==> src/bpa_consts.svh <==
// constants for the bidirectional port block
`ifndef BPA_CONSTS_SVH
`define BPA_CONSTS_SVH
`define BPA_ADDR_PIN_LEVEL   4'h0
`define BPA_ADDR_DIRECTION   4'h1
`define BPA_ADDR_LATCH       4'h2
`define BPA_ADDR_ANALOG_SEL  4'h3
`define BPA_ADDR_COMPARATOR  4'h4
`define BPA_DIR_RESET        8'hff
`define BPA_LATCH_RESET      8'h00
`define BPA_ANALOG_RESET     8'h00
`define BPA_CMP_RESET        8'h00
`define BPA_ANALOG_MASK      8'h2f
`define BPA_OSC_MASK         8'hc0
`define BPA_CMP_MASK         8'h3f
`define BPA_BIT_FOUR         4
`define BPA_ALL_DIGITAL      8'h0f
`endif

==> src/bpa_pkg.sv <==
// types for the bidirectional port block
package bpa_pkg;
  typedef logic [7:0] bpa_byte_t;
  typedef enum logic [1:0] {BPA_OSC_PORT, BPA_OSC_CRYSTAL} bpa_osc_t;
endpackage

==> src/bpa_pin_if.sv <==
// pin-side bundle between the port core and its pad stage
`timescale 1ns/1ps
interface bpa_pin_if;
  logic [7:0] out_val;  // value toward the pads
  logic [7:0] out_en;   // high while a pad is driven
  logic [7:0] in_sync;  // synchronised pad levels
  modport core (output out_val, output out_en, input in_sync);
  modport pad  (input out_val, input out_en, output in_sync);
endinterface

==> src/bpa_sync.sv <==
// two-flop synchroniser and registered pad outputs
`timescale 1ns/1ps
`include "bpa_consts.svh"
module bpa_sync
(
  // clock and reset
  input  wire logic       clk,
  input  wire logic       nrst,
  // pad side
  input  wire logic [7:0] pad_in,
  output logic      [7:0] pad_out,
  output logic      [7:0] pad_oe,
  // core side
  bpa_pin_if.pad          pins
);
  logic [7:0] meta_r;  // first stage, read only by the second
  logic [7:0] sync_r;  // second stage

  // pad inputs come from outside the clock domain
  always_ff @(posedge clk or negedge nrst)
  begin
    if (!nrst)
    begin
      meta_r <= 8'h00;
      sync_r <= 8'h00;
    end
    else
    begin
      meta_r <= pad_in;
      sync_r <= meta_r;
    end
  end

  // registered drive so outputs come straight from flops
  always_ff @(posedge clk or negedge nrst)
  begin
    if (!nrst)
    begin
      pad_out <= `BPA_LATCH_RESET;
      pad_oe  <= 8'h00;
    end
    else
    begin
      pad_out <= pins.out_val;
      pad_oe  <= pins.out_en;
    end
  end

  assign pins.in_sync = sync_r;
endmodule // bpa_sync

==> src/bpa_mux.sv <==
// per-pin function mux: port latch or peripheral
`timescale 1ns/1ps
module bpa_mux
(
  // settings
  input  wire logic [7:0] dir,
  input  wire logic [7:0] latch,
  input  wire logic [7:0] periph_own,
  input  wire logic [7:0] periph_val,
  input  wire logic [7:0] periph_oe,
  // pad bundle
  bpa_pin_if.core         pins
);
  // a peripheral owning a pin overrides the port driver
  always_comb
  begin
    for (int i = 0; i < 8; i++)
    begin
      if (periph_own[i])
      begin
        pins.out_val[i] = periph_val[i];
        pins.out_en[i]  = periph_oe[i];
      end
      else
      begin
        pins.out_val[i] = latch[i];
        pins.out_en[i]  = ~dir[i];
      end
    end
  end
endmodule // bpa_mux

==> src/bpa_port.sv <==
// Operation
// - direction, pin level and latch registers
// - eight bits, one per pin, each bidirectional
// - direction one makes pin input, undriven
// - direction zero drives latch onto pin
// - pin read gives pins, write sets latch
// - latch readable and writable for read-modify-write
// - enabled peripheral takes over shared pin
// - bit four shares timer clock, comparator output
// - oscillator-owned bits six, seven read zero
// - analog select picks analog or digital pins
// - reset: analog low pins, bit four digital
//
// The strobed register port and the address map were chosen for this implementation.
`timescale 1ns/1ps
`include "bpa_consts.svh"
module bpa_port
(
  // clock and reset
  input  wire logic       CLOCK,
  input  wire logic       NRST,
  // register port
  input  wire logic [3:0] ADDR,
  input  wire logic [7:0] WDATA,
  input  wire logic       WR,
  input  wire logic       RD,
  output logic      [7:0] RDATA,
  // oscillator configuration: high hands bits six, seven to the oscillator
  input  wire logic       OSC_OWNS_HIGH,
  // comparator one output and timer clock tap
  input  wire logic       CMP_ONE_OUT,
  output logic            TIMER_ZERO_CLOCK_IN,
  // pads
  input  wire logic [7:0] PAD_IN,
  output logic      [7:0] PAD_OUT,
  output logic      [7:0] PAD_OE,
  // state views
  output logic      [7:0] ANALOG_PINS
);
  bpa_pkg::bpa_byte_t direction_a_r;       // 1 = input
  bpa_pkg::bpa_byte_t output_latch_a_r;    // driven values
  bpa_pkg::bpa_byte_t analog_select_r;     // 1 = digital pin
  bpa_pkg::bpa_byte_t comparator_control_r; // nonzero = comparators on
  bpa_pkg::bpa_byte_t osc_mask;            // bits hidden by oscillator
  bpa_pkg::bpa_byte_t analog_mask;         // bits in analog use
  bpa_pkg::bpa_byte_t own;                 // peripheral ownership
  bpa_pkg::bpa_byte_t pval;
  bpa_pkg::bpa_byte_t poe;
  bpa_pkg::bpa_byte_t pin_level;           // masked live levels
  bpa_pkg::bpa_byte_t rdata_nxt;
  logic               osc_r;               // oscillator strap sampled every clock
  logic               cmp_on;

  bpa_pin_if pins ();

  // strap sampled by the clock, cleared to zero under reset
  always_ff @(posedge CLOCK or negedge NRST)
  begin
    if (!NRST)
      osc_r <= 1'b0;
    else
      osc_r <= OSC_OWNS_HIGH;
  end

  assign osc_mask    = osc_r ? `BPA_OSC_MASK : 8'h00;
  assign analog_mask = `BPA_ANALOG_MASK & ~analog_select_r;
  assign cmp_on      = |comparator_control_r;

  // comparator one drives bit four when comparators run and direction bit four is zero; oscillator owns high bits
  always_comb
  begin
    own  = osc_mask;
    pval = 8'h00;
    poe  = 8'h00;
    if (cmp_on)
    begin
      own[`BPA_BIT_FOUR]  = 1'b1;
      pval[`BPA_BIT_FOUR] = CMP_ONE_OUT;
      poe[`BPA_BIT_FOUR]  = ~direction_a_r[`BPA_BIT_FOUR];
    end
  end

  // direction register, all inputs at reset
  always_ff @(posedge CLOCK or negedge NRST)
  begin
    if (!NRST)
      direction_a_r <= `BPA_DIR_RESET;
    else if (WR && ADDR == `BPA_ADDR_DIRECTION)
      direction_a_r <= WDATA;
  end

  // latch written through either the pin-level or the latch address
  always_ff @(posedge CLOCK or negedge NRST)
  begin
    if (!NRST)
      output_latch_a_r <= `BPA_LATCH_RESET;
    else if (WR && (ADDR == `BPA_ADDR_PIN_LEVEL || ADDR == `BPA_ADDR_LATCH))
      output_latch_a_r <= WDATA;
  end

  // analog select: reset leaves low pins and bit five analog
  always_ff @(posedge CLOCK or negedge NRST)
  begin
    if (!NRST)
      analog_select_r <= `BPA_ANALOG_RESET;
    else if (WR && ADDR == `BPA_ADDR_ANALOG_SEL)
      analog_select_r <= WDATA;
  end

  // comparator control; zero means off, as software needs for digital inputs
  always_ff @(posedge CLOCK or negedge NRST)
  begin
    if (!NRST)
      comparator_control_r <= `BPA_CMP_RESET;
    else if (WR && ADDR == `BPA_ADDR_COMPARATOR)
      comparator_control_r <= WDATA;
  end

  // pad stage and function mux
  bpa_mux u_mux
  (
    .dir        (direction_a_r),
    .latch      (output_latch_a_r),
    .periph_own (own),
    .periph_val (pval),
    .periph_oe  (poe),
    .pins       (pins.core)
  );

  bpa_sync u_sync
  (
    .clk     (CLOCK),
    .nrst    (NRST),
    .pad_in  (PAD_IN),
    .pad_out (PAD_OUT),
    .pad_oe  (PAD_OE),
    .pins    (pins.pad)
  );

  // analog pins read zero digitally; oscillator bits too
  assign pin_level = pins.in_sync & ~analog_mask & ~osc_mask;

  // read mux; unmapped addresses read zero
  always_comb
  begin
    if (ADDR == `BPA_ADDR_PIN_LEVEL)
      rdata_nxt = pin_level;
    else if (ADDR == `BPA_ADDR_DIRECTION)
      rdata_nxt = direction_a_r & ~osc_mask;
    else if (ADDR == `BPA_ADDR_LATCH)
      rdata_nxt = output_latch_a_r & ~osc_mask;
    else if (ADDR == `BPA_ADDR_ANALOG_SEL)
      rdata_nxt = analog_select_r;
    else if (ADDR == `BPA_ADDR_COMPARATOR)
      rdata_nxt = comparator_control_r;
    else
      rdata_nxt = 8'h00;
  end

  // read data stands only in the cycle after the strobe
  always_ff @(posedge CLOCK or negedge NRST)
  begin
    if (!NRST)
      RDATA <= 8'h00;
    else if (RD)
      RDATA <= rdata_nxt;
    else
      RDATA <= 8'h00;
  end

  // timer clock tap and analog view, registered
  always_ff @(posedge CLOCK or negedge NRST)
  begin
    if (!NRST)
    begin
      TIMER_ZERO_CLOCK_IN <= 1'b0;
      ANALOG_PINS         <= `BPA_ANALOG_MASK;
    end
    else
    begin
      TIMER_ZERO_CLOCK_IN <= pins.in_sync[`BPA_BIT_FOUR];
      ANALOG_PINS         <= analog_mask;
    end
  end

  AST_LATCH_WRITE: assert property (@(posedge CLOCK) disable iff (!NRST)
    (WR && ADDR == `BPA_ADDR_PIN_LEVEL) |=> output_latch_a_r == $past(WDATA))
    else $error("pin-level write did not reach latch");
  AST_DIR_DRIVE: assert property (@(posedge CLOCK) disable iff (!NRST)
    (!osc_r && !cmp_on && !direction_a_r[0]) |=> PAD_OE[0])
    else $error("output pin not driven");
  AST_DIR_INPUT: assert property (@(posedge CLOCK) disable iff (!NRST)
    (!osc_r && direction_a_r[1]) |=> !PAD_OE[1])
    else $error("input pin driven");
  AST_LATCH_READ: assert property (@(posedge CLOCK) disable iff (!NRST)
    (RD && ADDR == `BPA_ADDR_LATCH && !osc_r) |=> RDATA == $past(output_latch_a_r))
    else $error("latch readback wrong");
  AST_OSC_ZERO: assert property (@(posedge CLOCK) disable iff (!NRST)
    (RD && ADDR == `BPA_ADDR_DIRECTION && osc_r) |=> RDATA[7:6] == 2'b00)
    else $error("oscillator bits not zero");
  AST_ANALOG_ZERO: assert property (@(posedge CLOCK) disable iff (!NRST)
    (RD && ADDR == `BPA_ADDR_PIN_LEVEL && !analog_select_r[0]) |=> !RDATA[0])
    else $error("analog pin read nonzero");
  AST_CMP_OWN: assert property (@(posedge CLOCK) disable iff (!NRST)
    (cmp_on && !direction_a_r[4]) |=> PAD_OUT[4] == $past(CMP_ONE_OUT))
    else $error("comparator output not on bit four");
  AST_DIR_WRITE: assert property (@(posedge CLOCK) disable iff (!NRST)
    (WR && ADDR == `BPA_ADDR_DIRECTION) |=> direction_a_r == $past(WDATA))
    else $error("direction write lost");
endmodule // bpa_port

==> config.mk <==
export PLATFORM = sky130hd
export DESIGN_NAME = bpa_port
export DESIGN_NICKNAME = d
export VERILOG_FILES = /design/src/bpa_pkg.sv /design/src/bpa_pin_if.sv /design/src/bpa_sync.sv /design/src/bpa_mux.sv /design/src/bpa_port.sv
export VERILOG_INCLUDE_DIRS = /design/src
export SDC_FILE = /design/constraint.sdc
export NUM_CORES = 1
export LEC_CHECK = 0
export BUFFER_PORTS_ARGS = -buffer_cell sky130_fd_sc_hd__buf_2
export CELL_PAD_IN_SITES_DETAIL_PLACEMENT = 0
export CELL_PAD_IN_SITES_GLOBAL_PLACEMENT = 1
export CORE_MARGIN = 1
export CORE_UTILIZATION = 30
export CTS_CLUSTER_DIAMETER = 40
export CTS_CLUSTER_SIZE = 14
export DETAILED_ROUTE_END_ITERATION = 10
export PLACE_DENSITY_LB_ADDON = 0.1
export SLEW_MARGIN = 20
export SYNTH_ARGS = -nofsm -noshare
export SYNTH_HDL_FRONTEND = slang
export SYNTH_HIERARCHICAL = 1
export SYNTH_SLANG_ARGS = --single-unit
==> constraint.sdc <==
create_clock -name CLOCK -period 3.14 [get_ports CLOCK]
set_clock_uncertainty 0.2 [all_clocks]
set_input_delay 0.471 -clock CLOCK [delete_from_list [all_inputs] [get_ports CLOCK]]
set_output_delay 0.471 -clock CLOCK [all_outputs]
set_load 0.1 [all_outputs]
==> flow_summary_export.csv <==
group,metric,value,unit
outcome,status,"finished, final reports clean",
global_routing,overflow,0,
timing,final.period_utilization,0.6214,
die,dieWidth,104.7,microns
logic_synthesis,synth-seq-cells,79,
route,drc,0,
logic_synthesis,async_reset_ff_frac,1.000,
clocking,clk_latency,0.35,ns
timing,slew_violations,0,
setup_path,critical_path_peak_fanout,1,
final_layout,layout_commonest_cell,"dfrtp_1",
die,coreArea,10280,sq um
clocking,cts_hold_buf,3,
route,vias,2012,
final_layout,drive_above_1_share,0.3547,
clocking,cts.path.max_buffers,2,
pwr,ir_drop,0.0002323,V
global_routing,antenna_found_initial,0,
setup_path,crit_chain,"buf_2",
logic_synthesis,avgSynthCellArea,13.81,sq um
die,rows,37,
route,routedWlPerCell,14.75,microns
final_layout,diodes,0,
timing,setup-tns-final,0,ns
timing,final-hold-violation-count,0,
clocking,clock-sinks,79,
setup_path,crit_buf_inv,1,
die,top_level_ports,59,
final_layout,nNetsFinal,348,
setup_path,worst_ep_arrival_time,1.28,ns
route,drtIter0Drc,61,
flow_run,cap_violations,0,
logic_synthesis,syn_area,3163,sq um
clocking,cts_resized,0,
route,drtPass1Iterations,6,
logic_synthesis,synth_top_flop_cell,"dfrtp_1",
clocking,htree_num_levels,3,
global_routing,grt_pass1_wl,11180,microns
timing,max_freq,0.5125,GHz
clocking,clk_pin_slew,0.08,ns
global_routing,first_global_vias,2031,
worst_hold_path,hold_class,"in2reg",
timing,rsz0062_at_grt,"false",
timing,setup_viol,0,
route,drtAntennaViolNets,0,
logic_synthesis,synth_edf_count,0,
setup_path,path_class,"reg2out",
final_layout,area_growth,24.88,%
logic_synthesis,ys_warn_count,6,
timing,tightest_slew,0.7187,ns
route,wirelength,6828,microns
setup_path,crit_family,"flip-flops",
setup_path,crit_required,2.47,ns
clocking,cts_tree,"done",
setup_path,crit_path_end_kind,"primary output",
logic_synthesis,synthCells,229,
placement,dp_hpwl,4551,microns
die,die-height,104.7,microns
setup_path,slowest_stage,"dfstp_2",
setup_path,max_stage_delay,0.52,ns
placement,place_congestion,0.7805,
clocking,cts_buffers,9,
logic_synthesis,synth_cell_type_count,38,
die,initial_core_util,0.3078,
global_routing,grt_max_degree,80,
setup_path,startpoint_type,"flip-flop",
global_routing,grt.total_usage,0.1374,
clocking,cts-root-buf,"clkbuf_8",
pwr,p_leak,1.843,nW
clocking,cts_setup_buffers,0,
route,viasPerCell,4.346,
timing,min_period,1.951,ns
timing,slew_headroom,0.5209,
logic_synthesis,yosysSeqAreaShare,0.6301,
pwr,power_density,734.0,nW/um^2
die,fp.dieArea,10960,sq um
timing,whs,0.02240,ns
final_layout,final_cell_mix,"dfrtp_1 (66), buf_2 (54), conb_1 (32)",
placement,io_buffers,55,
stage by stage:
| step | worst slack [ns] | cells | power [W] | utilization | cell area [sq um] |
|---|---|---|---|---|---|
| global route | 1.084 | 463 | 0.003042 | 0.3843 | 3950 |
| global placement | 0.9614 | 442 | 0.002057 | 0.3566 | 3665 |
| detailed placement | 0.9166 | 442 | 0.002062 | 0.3566 | 3665 |
| floorplan | 1.409 | 260 | 0.001901 | - | 3279 |
| finish | 1.189 | 463 | 0.002899 | 0.3843 | 3950 |
| CTS | 1.163 | 461 | 0.002944 | 0.3820 | 3926 |
registers in the layout, indices dropped and copies added, names as in the netlist:
name,cells
u_sync/pins.in_sync,8
osc_r,1
u_sync/meta_r,8
TIMER_ZERO_CLOCK_IN,1
direction_a_r,8
analog_select_r,8
u_sync/pad_oe,8
RDATA,8
u_sync/pad_out,8
output_latch_a_r,8
ANALOG_PINS,5
comparator_control_r,8
final timing paths:
kind                                         startpoint                      end  slack, ns  cells past startpoint
worst max-delay path                     ANALOG_PINS[3]           ANALOG_PINS[3]       1.19                      1
worst min-delay path                          PAD_IN[0]         u_sync/meta_r[0]       0.02                      1
worst max register to register  comparator_control_r[6]        u_sync/pad_out[4]       1.28                      4
worst min register to register         u_sync/meta_r[3]   u_sync/pins.in_sync[3]       0.15                      0
max in group asynchronous                          NRST  comparator_control_r[0]       1.73                      2
min in group asynchronous                          NRST         u_sync/pad_oe[1]       0.51                      2
cells by family after synthesis:
logic type      Yosys count  share of synthesized area
flops                    79                     0.6301
mux                      45                     0.1677
compound gates           44                    0.09138
simple gates             42                    0.07912
buf+inv                  18                    0.03046
other cells               1                   0.001186
synthesized netlist by cell type (5+ instances only):
cell	count	share of area
dfrtp_1	66	0.52
dfstp_2	13	0.11
nor2_1	5	0.0059
a21oi_1	11	0.017
o21ai_0	14	0.022
a22oi_1	5	0.012
mux2i_1	5	0.016
inv_1	9	0.011
nor3_1	5	0.0079
mux2_4	8	0.038
nand2_1	11	0.013
mux2_1	16	0.057
mux2_2	16	0.057
buf_4	5	0.012
power breakdown:
group | total, W | switching, W | internal [W]
registers | 0.00130 | 0.0000981 | 0.00120
clock network | 0.000861 | 0.000371 | 0.000489
logic | 0.000738 | 0.000560 | 0.000178
area by class of cell:
type,count,area [sq um]
clock inverters,5,80.08
inverters,9,33.78
fillers,1040,6327
flip-flops and latches,79,1993
clock buffers,11,151.4
well taps,136,170.2
multi-input cells,163,1190
repair buffers,60,331.6
layer usage:
metal  vias up  wire [microns]  global-route usage  share of wire
met4         0             140             0.06137          0.021
met1       980            3248              0.1794           0.48
met5         -               0                   0              0
li1        964               -                   -              -
met3        16             296             0.04180          0.043
met2        52            3143              0.2096           0.46
No activity file was read; power rests on OpenSTA's default activity.
